**src/hw/ssc_pkg.sv**
```systemverilog
// Constants for the sample-sync, clamp and gain register bank.
// Assumes a single 50 MHz system clock and a plain strobe register port.
package ssc_pkg;
  localparam logic [7:0] ADDR_SETUP       = 8'h06;
  localparam logic [7:0] ADDR_OFF_RED     = 8'h20;
  localparam logic [7:0] ADDR_OFF_GREEN   = 8'h21;
  localparam logic [7:0] ADDR_OFF_BLUE    = 8'h22;
  localparam logic [7:0] ADDR_OFF_ALL     = 8'h23;
  localparam logic [7:0] ADDR_GLO_RED     = 8'h24;
  localparam logic [7:0] ADDR_GLO_GREEN   = 8'h25;
  localparam logic [7:0] ADDR_GLO_BLUE    = 8'h26;
  localparam logic [7:0] ADDR_GLO_ALL     = 8'h27;
  localparam logic [7:0] ADDR_GUP_RED     = 8'h28;
  localparam logic [7:0] ADDR_GUP_GREEN   = 8'h29;
  localparam logic [7:0] ADDR_GUP_BLUE    = 8'h2A;
  localparam logic [7:0] ADDR_GUP_ALL     = 8'h2B;
  localparam logic [7:0] ADDR_MODE        = 8'h30;
  localparam logic [7:0] ADDR_STATUS      = 8'h31;
  // Setup register fields.
  localparam int BIT_DET_EN   = 0;
  localparam int BIT_DLY_LO   = 1;
  localparam int BIT_POL      = 4;
  localparam int BIT_CLAMP_EN = 5;
  localparam int BIT_CLAMP_SEL = 6;
  localparam logic [7:0] SETUP_RST   = 8'h20;
  localparam logic [7:0] SETUP_MASK  = 8'h7F;
  localparam logic [7:0] OFFSET_RST  = 8'h80;
  localparam logic [7:0] GAIN_UP_RST = 8'h0C;
  localparam logic       GAIN_LO_RST = 1'b0;
  localparam logic [7:0] BCAST_RST   = 8'h00;
  // Mode register: bit 0 older timing mode, bits 2:1 reference sample timing.
  localparam int BIT_OLD_MODE = 0;
  localparam logic [7:0] MODE_RST    = 8'h00;
  localparam logic [7:0] MODE_MASK   = 8'h07;
  localparam logic [7:0] DATA_ZERO   = 8'h00;
  localparam logic [2:0] DLY_ZERO    = 3'h0;
  localparam logic [2:0] DLY_ONE     = 3'h1;
endpackage

```
**src/hw/ssc_regs.sv**
```systemverilog
// Register bank and sample-pulse timing for a three-channel digitiser front end.
// Assumes pins arrive asynchronously and software uses a one-cycle strobe port.
`timescale 1ns/1ps
// Functional notes
// - Detect enable is ignored unless older timing mode is selected.
// - Detect disabled: video sample pin passes straight to timing control.
// - Older mode with detect on: internal pulse replaces the raw pin.
// - Internal pulse is delayed by the delay field in master clock periods.
// - Delay and polarity only matter with older mode and detect on.
// - Polarity bit 0 detects falling edges, 1 detects rising edges.
// - Clamp enable resets to one and enables reset-level clamping.
// - Older mode clamps every pixel at the reference sample timing instant.
// - Control bit clear: clamp closes while reset sample pin is high.
// - Control bit set: clamp closes only while both sample pins high.
// - Clamp control bit is ignored in older timing mode.
// - Each channel holds an 8-bit offset code resetting to midscale.
// - Broadcast offset write overwrites red, green and blue offset codes.
// - Gain code is upper register bits eight to one plus low bit.
// - Broadcast low write overwrites all three gain low bits.
// - Broadcast upper write overwrites all three upper gain fields.
// - Gain upper registers reset to 0x0C; gain set by 9-bit code.
module ssc_regs
  import ssc_pkg::*;
(
  input  wire logic       clk_sys,
  input  wire logic       rst,
  input  wire logic [7:0] reg_addr,
  input  wire logic [7:0] reg_wdata,
  input  wire logic       reg_wr,
  input  wire logic       reg_rd,
  output logic      [7:0] reg_rdata,
  input  wire logic       video_sample_pin,
  input  wire logic       reset_sample_pin,
  input  wire logic       ref_sample_strobe,
  output logic            timing_sample,
  output logic            reset_level_clamp,
  output logic      [7:0] red_offset_code,
  output logic      [7:0] green_offset_code,
  output logic      [7:0] blue_offset_code,
  output logic      [8:0] red_gain_code,
  output logic      [8:0] green_gain_code,
  output logic      [8:0] blue_gain_code
);

  logic [7:0] setup_q;
  logic [7:0] mode_q;
  logic [7:0] off_q [3];
  logic [7:0] gup_q [3];
  logic       glo_q [3];
  logic [7:0] off_all_q;
  logic [7:0] gup_all_q;
  logic       glo_all_q;
  logic [1:0] vs_sync_q;
  logic [1:0] rs_sync_q;
  logic       vs_prev_q;
  logic [2:0] dly_cnt_q;
  logic       dly_busy_q;
  logic       pulse_q;
  logic       clamp_q;
  logic       vs_s;
  logic       rs_s;
  logic       older_mode;
  logic       detect_on;
  logic       edge_seen;

  // Write decoder helper: true when a write strobe hits the given address.
  function automatic logic wr_hit(input logic [7:0] a);
    return reg_wr && (reg_addr == a);
  endfunction

  // Setup and mode registers; reserved bits are forced low.
  always_ff @(posedge clk_sys) begin
    if (rst) begin
      setup_q <= SETUP_RST;
      mode_q  <= MODE_RST;
    end else begin
      if (wr_hit(ADDR_SETUP)) begin
        setup_q <= reg_wdata & SETUP_MASK;
      end
      if (wr_hit(ADDR_MODE)) begin
        mode_q <= reg_wdata & MODE_MASK;
      end
    end
  end

  // Per-channel offset storage; the broadcast wins over a channel write since both cannot coincide.
  always_ff @(posedge clk_sys) begin
    if (rst) begin
      for (int i = 0; i < 3; i++) begin
        off_q[i] <= OFFSET_RST;
      end
      off_all_q <= BCAST_RST;
    end else if (wr_hit(ADDR_OFF_ALL)) begin
      off_all_q <= reg_wdata;
      for (int i = 0; i < 3; i++) begin
        off_q[i] <= reg_wdata;
      end
    end else if (wr_hit(ADDR_OFF_RED)) begin
      off_q[0] <= reg_wdata;
    end else if (wr_hit(ADDR_OFF_GREEN)) begin
      off_q[1] <= reg_wdata;
    end else if (wr_hit(ADDR_OFF_BLUE)) begin
      off_q[2] <= reg_wdata;
    end
  end

  // Upper gain fields with their broadcast.
  always_ff @(posedge clk_sys) begin
    if (rst) begin
      for (int i = 0; i < 3; i++) begin
        gup_q[i] <= GAIN_UP_RST;
      end
      gup_all_q <= BCAST_RST;
    end else if (wr_hit(ADDR_GUP_ALL)) begin
      gup_all_q <= reg_wdata;
      for (int i = 0; i < 3; i++) begin
        gup_q[i] <= reg_wdata;
      end
    end else if (wr_hit(ADDR_GUP_RED)) begin
      gup_q[0] <= reg_wdata;
    end else if (wr_hit(ADDR_GUP_GREEN)) begin
      gup_q[1] <= reg_wdata;
    end else if (wr_hit(ADDR_GUP_BLUE)) begin
      gup_q[2] <= reg_wdata;
    end
  end

  // Gain low bits with their broadcast.
  always_ff @(posedge clk_sys) begin
    if (rst) begin
      for (int i = 0; i < 3; i++) begin
        glo_q[i] <= GAIN_LO_RST;
      end
      glo_all_q <= GAIN_LO_RST;
    end else if (wr_hit(ADDR_GLO_ALL)) begin
      glo_all_q <= reg_wdata[0];
      for (int i = 0; i < 3; i++) begin
        glo_q[i] <= reg_wdata[0];
      end
    end else if (wr_hit(ADDR_GLO_RED)) begin
      glo_q[0] <= reg_wdata[0];
    end else if (wr_hit(ADDR_GLO_GREEN)) begin
      glo_q[1] <= reg_wdata[0];
    end else if (wr_hit(ADDR_GLO_BLUE)) begin
      glo_q[2] <= reg_wdata[0];
    end
  end

  // Joins the upper eight bits and the low bit into one nine-bit gain code.
  // Kept in one place so the three channels can never disagree on bit order.
  function automatic logic [8:0] gain_code(input logic [7:0] upper, input logic low);
    return {upper, low};
  endfunction

  // Codes handed to the analogue side; the DAC and amplifier maths live there.
  // Each code comes straight from its storage flops, so no glitch reaches the DACs.
  assign red_offset_code   = off_q[0];
  assign green_offset_code = off_q[1];
  assign blue_offset_code  = off_q[2];
  assign red_gain_code     = gain_code(gup_q[0], glo_q[0]);
  assign green_gain_code   = gain_code(gup_q[1], glo_q[1]);
  assign blue_gain_code    = gain_code(gup_q[2], glo_q[2]);

  // Read port: data valid only in the cycle after the strobe; unmapped reads give zero.
  always_ff @(posedge clk_sys) begin
    if (rst) begin
      reg_rdata <= DATA_ZERO;
    end else if (reg_rd) begin
      if (reg_addr == ADDR_SETUP) begin
        reg_rdata <= setup_q;
      end else if (reg_addr == ADDR_MODE) begin
        reg_rdata <= mode_q;
      end else if (reg_addr == ADDR_OFF_RED) begin
        reg_rdata <= off_q[0];
      end else if (reg_addr == ADDR_OFF_GREEN) begin
        reg_rdata <= off_q[1];
      end else if (reg_addr == ADDR_OFF_BLUE) begin
        reg_rdata <= off_q[2];
      end else if (reg_addr == ADDR_OFF_ALL) begin
        reg_rdata <= off_all_q;
      end else if (reg_addr == ADDR_GLO_RED) begin
        reg_rdata <= {7'h00, glo_q[0]};
      end else if (reg_addr == ADDR_GLO_GREEN) begin
        reg_rdata <= {7'h00, glo_q[1]};
      end else if (reg_addr == ADDR_GLO_BLUE) begin
        reg_rdata <= {7'h00, glo_q[2]};
      end else if (reg_addr == ADDR_GLO_ALL) begin
        reg_rdata <= {7'h00, glo_all_q};
      end else if (reg_addr == ADDR_GUP_RED) begin
        reg_rdata <= gup_q[0];
      end else if (reg_addr == ADDR_GUP_GREEN) begin
        reg_rdata <= gup_q[1];
      end else if (reg_addr == ADDR_GUP_BLUE) begin
        reg_rdata <= gup_q[2];
      end else if (reg_addr == ADDR_GUP_ALL) begin
        reg_rdata <= gup_all_q;
      end else if (reg_addr == ADDR_STATUS) begin
        reg_rdata <= {4'h0, dly_busy_q, clamp_q, rs_s, vs_s};
      end else begin
        reg_rdata <= DATA_ZERO;
      end
    end else begin
      reg_rdata <= DATA_ZERO;
    end
  end

  // Two-flop synchronisers for the sample pins.
  always_ff @(posedge clk_sys) begin
    if (rst) begin
      vs_sync_q <= 2'h0;
      rs_sync_q <= 2'h0;
    end else begin
      vs_sync_q <= {vs_sync_q[0], video_sample_pin};
      rs_sync_q <= {rs_sync_q[0], reset_sample_pin};
    end
  end
  assign vs_s = vs_sync_q[1];
  assign rs_s = rs_sync_q[1];

  assign older_mode = mode_q[BIT_OLD_MODE];
  assign detect_on  = older_mode && setup_q[BIT_DET_EN];
  // Rising edge when polarity is 1, falling when 0.
  assign edge_seen  = setup_q[BIT_POL] ? (vs_s && !vs_prev_q) : (!vs_s && vs_prev_q);

  // Edge detector and delay counter; a zero delay fires in the cycle after the edge is seen.
  // A new edge while a delay runs restarts it, trading one lost pulse for a clean period.
  always_ff @(posedge clk_sys) begin
    if (rst) begin
      vs_prev_q  <= 1'b0;
      dly_cnt_q  <= DLY_ZERO;
      dly_busy_q <= 1'b0;
      pulse_q    <= 1'b0;
    end else begin
      vs_prev_q <= vs_s;
      pulse_q   <= 1'b0;
      if (!detect_on) begin
        dly_busy_q <= 1'b0;
        dly_cnt_q  <= DLY_ZERO;
      end else if (edge_seen) begin
        if (setup_q[BIT_DLY_LO +: 3] == DLY_ZERO) begin
          pulse_q <= 1'b1;
        end else begin
          dly_cnt_q  <= setup_q[BIT_DLY_LO +: 3];
          dly_busy_q <= 1'b1;
        end
      end else if (dly_busy_q) begin
        if (dly_cnt_q == DLY_ONE) begin
          pulse_q    <= 1'b1;
          dly_busy_q <= 1'b0;
        end
        dly_cnt_q <= dly_cnt_q - DLY_ONE;
      end
    end
  end

  // Sample signal to timing control: raw synchronised pin or the internal pulse.
  always_ff @(posedge clk_sys) begin
    if (rst) begin
      timing_sample <= 1'b0;
    end else begin
      timing_sample <= detect_on ? pulse_q : vs_s;
    end
  end

  // Clamp switch drive; in older mode the reference timing strobe marks each pixel.
  always_ff @(posedge clk_sys) begin
    if (rst) begin
      clamp_q <= 1'b0;
    end else if (!setup_q[BIT_CLAMP_EN]) begin
      clamp_q <= 1'b0;
    end else if (older_mode) begin
      clamp_q <= ref_sample_strobe;
    end else if (setup_q[BIT_CLAMP_SEL]) begin
      clamp_q <= rs_s && vs_s;
    end else begin
      clamp_q <= rs_s;
    end
  end
  assign reset_level_clamp = clamp_q;

  // Broadcast writes must reach every channel at the same edge.
  // Each property checks two channels; the extra ones below cover the third.
  a_bcast_offset: assert property (@(posedge clk_sys) disable iff (rst)
    wr_hit(ADDR_OFF_ALL) |=> (red_offset_code == $past(reg_wdata)) && (blue_offset_code == $past(reg_wdata)))
    else $error("offset broadcast not applied");
  a_bcast_gain: assert property (@(posedge clk_sys) disable iff (rst)
    wr_hit(ADDR_GUP_ALL) |=> (green_gain_code[8:1] == $past(reg_wdata)) && (red_gain_code[8:1] == $past(reg_wdata)))
    else $error("gain upper broadcast not applied");
  a_bcast_low: assert property (@(posedge clk_sys) disable iff (rst)
    wr_hit(ADDR_GLO_ALL) |=> (blue_gain_code[0] == $past(reg_wdata[0])) && (red_gain_code[0] == $past(reg_wdata[0])))
    else $error("gain low broadcast not applied");
  a_sample_pass: assert property (@(posedge clk_sys) disable iff (rst)
    !detect_on |=> timing_sample == $past(vs_s))
    else $error("sample pin not passed through");
  a_clamp_sel: assert property (@(posedge clk_sys) disable iff (rst)
    (setup_q[BIT_CLAMP_EN] && !older_mode && setup_q[BIT_CLAMP_SEL]) |=> clamp_q == $past(rs_s && vs_s))
    else $error("combined clamp wrong");
  a_clamp_direct: assert property (@(posedge clk_sys) disable iff (rst)
    (setup_q[BIT_CLAMP_EN] && !older_mode && !setup_q[BIT_CLAMP_SEL]) |=> clamp_q == $past(rs_s))
    else $error("direct clamp wrong");
  a_clamp_off: assert property (@(posedge clk_sys) disable iff (rst)
    !setup_q[BIT_CLAMP_EN] |=> !clamp_q)
    else $error("clamp closed while disabled");
  a_delay_one: assert property (@(posedge clk_sys) disable iff (rst)
    (detect_on && edge_seen && setup_q[BIT_DLY_LO +: 3] == DLY_ONE) ##1 (detect_on && !edge_seen) |=> pulse_q)
    else $error("delayed pulse late");
  a_no_pulse_off: assert property (@(posedge clk_sys) disable iff (rst)
    !older_mode |=> !dly_busy_q)
    else $error("detector active outside older mode");

  // Third channel of each broadcast, so a missed channel cannot hide.
  a_bcast_off_third: assert property (@(posedge clk_sys) disable iff (rst)
    wr_hit(ADDR_OFF_ALL) |=> green_offset_code == $past(reg_wdata))
    else $error("green offset missed broadcast");

  a_bcast_up_third: assert property (@(posedge clk_sys) disable iff (rst)
    wr_hit(ADDR_GUP_ALL) |=> blue_gain_code[8:1] == $past(reg_wdata))
    else $error("blue gain upper missed broadcast");

  a_bcast_low_third: assert property (@(posedge clk_sys) disable iff (rst)
    wr_hit(ADDR_GLO_ALL) |=> green_gain_code[0] == $past(reg_wdata[0]))
    else $error("green gain low missed broadcast");

  // Stored codes only move on a write; the analogue side relies on them being steady.
  a_offset_hold: assert property (@(posedge clk_sys) disable iff (rst)
    !reg_wr |=> $stable(red_offset_code))
    else $error("offset code moved without a write");

  a_gain_hold: assert property (@(posedge clk_sys) disable iff (rst)
    !reg_wr |=> $stable(red_gain_code))
    else $error("gain code moved without a write");

  // Read data stand one cycle only and are zero otherwise.
  a_rdata_idle: assert property (@(posedge clk_sys) disable iff (rst)
    !reg_rd |=> reg_rdata == DATA_ZERO)
    else $error("read data outside read cycle");

  // Sample pulse path: the internal pulse replaces the pin only when detection is on.
  a_pulse_replace: assert property (@(posedge clk_sys) disable iff (rst)
    detect_on |=> timing_sample == $past(pulse_q))
    else $error("internal pulse not forwarded");

  a_det_ignored: assert property (@(posedge clk_sys) disable iff (rst)
    (!older_mode && setup_q[BIT_DET_EN]) |=> timing_sample == $past(vs_s))
    else $error("detect bit acted outside older mode");

  a_delay_zero: assert property (@(posedge clk_sys) disable iff (rst)
    (detect_on && edge_seen && setup_q[BIT_DLY_LO +: 3] == DLY_ZERO) |=> pulse_q)
    else $error("zero delay pulse missing");

  // With no edge and no running count there is nothing that may raise a pulse.
  a_no_stray_pulse: assert property (@(posedge clk_sys) disable iff (rst)
    (detect_on && !edge_seen && !dly_busy_q) |=> !pulse_q)
    else $error("pulse without a selected edge");

  // Older mode clamps from the reference strobe whatever the control bit says.
  a_older_clamp: assert property (@(posedge clk_sys) disable iff (rst)
    (setup_q[BIT_CLAMP_EN] && older_mode) |=> clamp_q == $past(ref_sample_strobe))
    else $error("older mode clamp not at strobe");

  a_sel_ignored: assert property (@(posedge clk_sys) disable iff (rst)
    (setup_q[BIT_CLAMP_EN] && older_mode && setup_q[BIT_CLAMP_SEL]) |=> clamp_q == $past(ref_sample_strobe))
    else $error("clamp control bit acted in older mode");

  c_pulse: cover property (@(posedge clk_sys) disable iff (rst) pulse_q && timing_sample == 1'b0);
  c_bcast: cover property (@(posedge clk_sys) disable iff (rst) wr_hit(ADDR_OFF_ALL));
  c_clamp: cover property (@(posedge clk_sys) disable iff (rst) clamp_q && older_mode);
  c_long_delay: cover property (@(posedge clk_sys) disable iff (rst) dly_busy_q && dly_cnt_q == 3'h7);
  c_gain_bcast: cover property (@(posedge clk_sys) disable iff (rst) wr_hit(ADDR_GUP_ALL));

endmodule // ssc_regs

```
**config.mk**
```make
export PLATFORM = sky130hd
export DESIGN_NAME = ssc_regs
export DESIGN_NICKNAME = d
export VERILOG_FILES = /design/src/hw/ssc_pkg.sv /design/src/hw/ssc_regs.sv
export SDC_FILE = /design/constraint.sdc
export NUM_CORES = 1
export LEC_CHECK = 0
export BUFFER_PORTS_ARGS = -buffer_cell sky130_fd_sc_hd__buf_2
export CAP_MARGIN = 20
export CELL_PAD_IN_SITES_DETAIL_PLACEMENT = 0
export CELL_PAD_IN_SITES_GLOBAL_PLACEMENT = 1
export CORE_AREA = 4 4 94 132
export CTS_BUF_LIST = sky130_fd_sc_hd__clkbuf_4
export DETAILED_ROUTE_END_ITERATION = 10
export DIE_AREA = 0 0 98 136
export HOLD_SLACK_MARGIN = 0.1
export PLACE_DENSITY = 0.84
export SETUP_SLACK_MARGIN = 0.05
export SLEW_MARGIN = 20
export SYNTH_ARGS = -nofsm -noshare
export SYNTH_HDL_FRONTEND = slang
export SYNTH_SLANG_ARGS = --single-unit
```
**constraint.sdc**
```tcl
create_clock -name clk_sys -period 2.1 [get_ports clk_sys]
set_input_delay 0 -clock clk_sys [delete_from_list [all_inputs] [get_ports clk_sys]]
set_output_delay 0 -clock clk_sys [all_outputs]
set_load 0.05 [all_outputs]
```
== After elaboration in Yosys (flattened, before gate mapping) ==
Memories as Yosys holds them, arrays and structs flattened.
Cells that the tools add are included.

* Flip-flop bits (word level): 47
* Memories: 3
* Bits in writable memories: 51

{| class="wikitable"
|+ Memory list
! memory !! words !! bits a word !! rd ports !! clocked after Yosys merged registers in !! write ports !! line !! RTL
|-
| gup_q || 3 || 8 || 3 || 0 || 3 || ssc_regs.sv:48 || <nowiki>logic [7:0] gup_q [3];</nowiki>
|-
| off_q || 3 || 8 || 3 || 0 || 3 || ssc_regs.sv:47 || <nowiki>logic [7:0] off_q [3];</nowiki>
|-
| glo_q || 3 || 1 || 3 || 0 || 3 || ssc_regs.sv:49 || <nowiki>logic glo_q [3];</nowiki>
|}

* Eq/ne operators: 17
* Multiplexer cells: 104
* Reductions and logical operators: 27
* $add $sub $neg: 1
* Bitwise gates (word level): 21

{| class="wikitable"
|+ Operators by type and width
! operator !! number
|-
| $mux 8 || 24
|-
| $eq 8x6->1 const B || 14
|-
| $mux 1 || 74
|-
| $logic_and 1x1->1 || 18
|-
| $or 1x1->1 || 18
|-
| $mux 7 || 2
|-
| $mux 3 || 3
|-
| $eq 8x3->1 const B || 1
|-
| $reduce_or 2->1 || 3
|-
| $mux 4 || 1
|-
| $reduce_or 4->1 || 1
|-
| $eq 3x1->1 const B || 1
|-
| $logic_not 3->1 || 1
|-
| $not 1->1 || 3
|-
| $sub 3x1->3 const B || 1
|-
| $logic_not 1->1 || 2
|-
| $ne 2x2->1 const B || 1
|-
| $reduce_and 2->1 || 1
|-
| $reduce_bool 2->1 || 1
|}

== Longest topological paths before layout ==
* Word-level depth: 16
* Mapped depth: 8

== Worst setup path after synthesis ==
No wires, ideal clock.

* Path type: input port to flip-flop
* Start point: in reg_addr[7]
* End point: mem gup_q[0][0], enable pin
* Buffers on the path: 1
* Data required time: 1.713 ns
* Stages: 5
* Setup slack: 0.154 ns
* Data arrival time: 1.559 ns
* Cell sequence: nor4b_1 and2_1 buf_4 nand2_1 o31ai_1

{| class="wikitable"
|+ RTL lines
! item !! line !! RTL
|-
| from (decl) || ssc_regs.sv:27 || <nowiki>input wire logic [7:0] reg_addr,</nowiki>
|-
| to (decl) || ssc_regs.sv:48 ||
|}

== Worst setup path in the final report ==
* Start point: in reg_addr[0]
* End point: reg setup_q[3]

* Cells in the longest elaborated chain, start to end: 2

{| class="wikitable"
|+ Ends and longest elaborated chain
! item !! line !! RTL
|-
| $eq 8x3->1 || ssc_regs.sv:68 || <nowiki>return reg_wr && (reg_addr == a);</nowiki>
|-
| $logic_and 1x1->1 || ssc_regs.sv:68 ||
|-
| to (signal assigned) || ssc_regs.sv:78 || <nowiki>setup_q <= reg_wdata & SETUP_MASK;</nowiki>
|-
| to (decl) || ssc_regs.sv:45 || <nowiki>logic [7:0] setup_q;</nowiki>
|}

Every way passes these cells.
A chain may end at the register's enable or synchronous reset.

==> flow_summary_export.csv <==
group,metric,value,unit
status,status,"finished, final reports clean",
grt,grt_max_degree,32,
logic_synthesis,synth_nets,423,
floorplan,rows,46,
pwr,combinationalPowerShare,15.2,%
logic_synthesis,synth-edff-count,51,
drt,wire_per_inst,19.3,um
grt,antenna_found_initial,0,
setup_path,crit_path_cell_trace,"dlygate4sd3_1 -> buf_2 -> buf_4 -> nor4_4 -> buf_6 -> nand3_1 -> dlygate4sd3_1 -> a21oi_1",
floorplan,die-height,136,um
pwr,p_int,2480,uW
pwr,clockPowerShare,26.0,%
hold_path,hold_class,"input pin to flip-flop",
drt,wirelength,12900,um
sta,fmax,528,MHz
drt,vias,3751,
logic_synthesis,ys_types,62,
grt,grt_pass1_wl,20300,um
logic_synthesis,synth.area.top_cells,"edfxtp_1 35%, dfxtp_1 21%, a21oi_1 3.5%",
sta,tns,0,ns
logic_synthesis,netlist.area_leader.share,34.8,%
drt,routed_via_density,5.63,
sta,max_slew_margin,59.7,%
floorplan,fp.dieArea,13300,sq um
grt,grt_pass1_vias,3772,
final_layout,fin_nets,542,
logic_synthesis,ys_seq_area_share,56.2,%
setup_path,cp-end-kind,"flip-flop",
final_layout,multi_input_area,1770,sq um
final_layout,area_growth,23.2,%
floorplan,dieWidth,98,um
setup_path,r2r-end,"dly_cnt_q[1]$_SDFFE_PP0P_",
final_layout,fin_cells,666,
floorplan,coreArea,11200,sq um
sta,setup_viol,0,
hold_path,worstHoldStart,"reg_addr[2]",
pwr,switching_share,30.8,%
place,dpl.cell_count,629,
logic_synthesis,syn_avg_cell_area,11.1,sq um
pwr,seqPwrFrac,58.8,%
setup_path,slowest_delay,0.56,ns
sta,hold_viol,0,
setup_path,worst_ep_required_time,2.50,ns
setup_path,r2r-start,"setup_q[4]$_SDFFE_PP0P_",
setup_path,crit_path_start_kind,"input pin",
logic_synthesis,netlist_instances,398,
drt,drt_iter0_markers,321,
setup_path,reg2reg_slack,0.58,ns
run,max_cap_violations,0,
pwr,ir_drop,0.435,mV
logic_synthesis,synth_top_cell_by_area,"edfxtp_1",
sta,period_share,90.2,%
setup_path,reg2reg_depth,7,
final_layout,antennaDiodeCount,0,
grt,track_usage,19.8,%
grt,gr-total-overflow,0,
setup_path,cp_max_fo,16,
clocking,cts_buffers,9,
drt,detail-route-antenna-nets,0,
floorplan,start_util,39.2,%
clocking,clockBufferDepth,2,
sta,maxSlewViolCount,0,
final_layout,regArea,2470,sq um
pwr,p_switching,1110,uW
setup_path,cpMaxStageDelayCell,"dlygate4sd3_1",
sta,rsz0062_at_grt,"false",
clocking,path_clk_slew,0.17,ns
setup_path,path_common_cell,"dlygate4sd3_1",
logic_synthesis,synth-seq-cells,98,
setup_path,crit_start,"reg_addr[0]",
place,io_buffers,83,
clocking,cts.sinks,98,
sta,tightest_slew,0.604,ns
pwr,p_leak,0.00210,uW
final_layout,final_core_util,48.3,%
logic_synthesis,synth-async-reset-ratio,0,%
clocking,cts_setup_buffers,0,
setup_path,crit_type,"input pin to flip-flop",
clocking,clock_latency,0.47,ns
sta,worst_clock_skew,0.0246,ns
logic_synthesis,yosys-top-cells-count,"51 x edfxtp_1, 47 x dfxtp_1, 31 x a21oi_1",
place,place_congestion,0.965,
clocking,htreeDepth,3,
logic_synthesis,synth_ff_type,"edfxtp_1",
final_layout,drive_above_1_share,27.8,%
drt,drc,0,
pwr,cellPowerDensity,662,nW/um^2
drt,firstDrtPassIters,5,
clocking,tritoncts,"done",
setup_path,crit_path_end,"setup_q[3]$_SDFFE_PP0P_",
setup_path,cp_data_arrival_time,2.30,ns
floorplan,num_io_pins,84,
logic_synthesis,yosysMostFrequentCell,"edfxtp_1",
sta,period_minus_slack,1.90,ns
final_layout,n_fill_cell,1062,
pwr,total_power,3590,uW
clocking,root_buffer,"clkbuf_4",
place,dp_hpwl,10100,um
logic_synthesis,synth_area,4400,sq um
logic_synthesis,yosys_warnings,0,
==> layer usage <==
metal | part of all wire (%) | global-route usage, % | routed length, um | vias up
met5 | 0 | 0 | 0 | -
met4 | 4.1 | 9.08 | 524 | 0
met3 | 7.0 | 4.31 | 904 | 44
met2 | 51 | 35.0 | 6630 | 173
met1 | 37 | 22.6 | 4820 | 1802
li1 | - | - | - | 1732
==> stage by stage <==
step	instance area (sq um)	hold slack [ns]	worst slack, ns
after global routing	5420	0.209	0.0707
final	5420	0.192	0.205
after floorplan	4400	0.126	0.154
after detailed placement	5080	0.219	0.334
after global placement	5080	0.218	0.309
after CTS	5420	0.163	0.229
==> critical path: cells and delay by family <==
| family | cells | cell delay [ns] |
|---|---|---|
| buffers and inverters | 5 | 1.76 |
| and+or+nand+nor | 2 | 0.42 |
| AOI/OAI and AO/OA | 1 | 0.11 |
==> flip-flops by register name (all words and copies together) (netlist names) <==
signal,cells
glo_all_q,1
setup_q,7
rs_sync_q,2
glo_q,3
gup_q,24
reset_level_clamp,1
off_q,24
mode_q,3
dly_cnt_q,3
dly_busy_q,1
gup_all_q,8
vs_prev_q,1
off_all_q,8
reg_rdata,8
vs_sync_q,2
timing_sample,1
pulse_q,1
==> power groups by stage <==
stage | combinational (uW) | clock, uW | sequential (uW)
global route | 576 | 1030 | 2120
global placement | 516 | 0 | 2150
finish | 547 | 932 | 2110
detailed placement | 521 | 0 | 2150
floorplan | 151 | 0 | 2340
CTS | 548 | 959 | 2110
==> layout by cell type (no fill, tap or decap), types with 3 or more instances in the layout <==
cell,n
a21o_1,3
a21oi_1,31
a22o_1,8
a22oi_1,5
a31oi_1,3
and2_1,15
and3_1,4
buf_2,83
buf_4,24
clkbuf_4,9
dfxtp_1,47
dlygate4sd3_1,21
edfxtp_1,51
inv_1,12
mux2i_1,14
mux4_2,5
nand2_1,30
nand2b_1,7
nand3_1,17
nor2_1,25
nor2b_1,7
nor3_1,8
nor4_1,4
o21ai_0,18
o21bai_1,3
o221ai_1,4
o22ai_1,7
o31ai_1,5
or3_1,3
==> timing repair <==
item,CTS,global route
endpoints found under the hold margin,90,0
setup endpoints to repair,0,1
hold buffers,21,0
gates resized for setup,0,2
==> worst min-delay path by stage <==
stage	to	slack, ns	cells past startpoint
floorplan	gup_all_q[0]$_SDFFE_PP0P_	0.13	1
global placement	vs_sync_q[0]$_SDFF_PP0_	0.22	2
detailed placement	vs_sync_q[0]$_SDFF_PP0_	0.22	2
CTS	reg_rdata[3]$_SDFF_PP0_	0.16	7
global route	reg_rdata[1]$_SDFF_PP0_	0.21	6
finish	reg_rdata[3]$_SDFF_PP0_	0.19	6
==> final cells by class <==
class                           count  area share, %
Clock buffer                        9           1.25
Clock inverter                      7           1.18
Inverter                           13          0.900
Multi-Input combinational cell    266           32.7
Sequential cell                    98           45.6
Tap cell                          144           3.32
Timing Repair Buffer              129           15.1
==> cells by family (layout without fill, tap and decap cells) <==
| group | count (synthesis) | after routing | synth area share, % |
|---|---|---|---|
| muxes | 20 | 20 | 6.00 |
| and+or+nand+nor | 139 | 139 | 17.7 |
| adders and majority gates | 2 | 2 | 0.568 |
| AOI/OAI and AO/OA | 105 | 105 | 16.0 |
| DFF | 98 | 98 | 56.2 |
| buffers and inverters | 34 | 158 | 3.61 |
No activity file was read; power rests on OpenSTA's default activity.
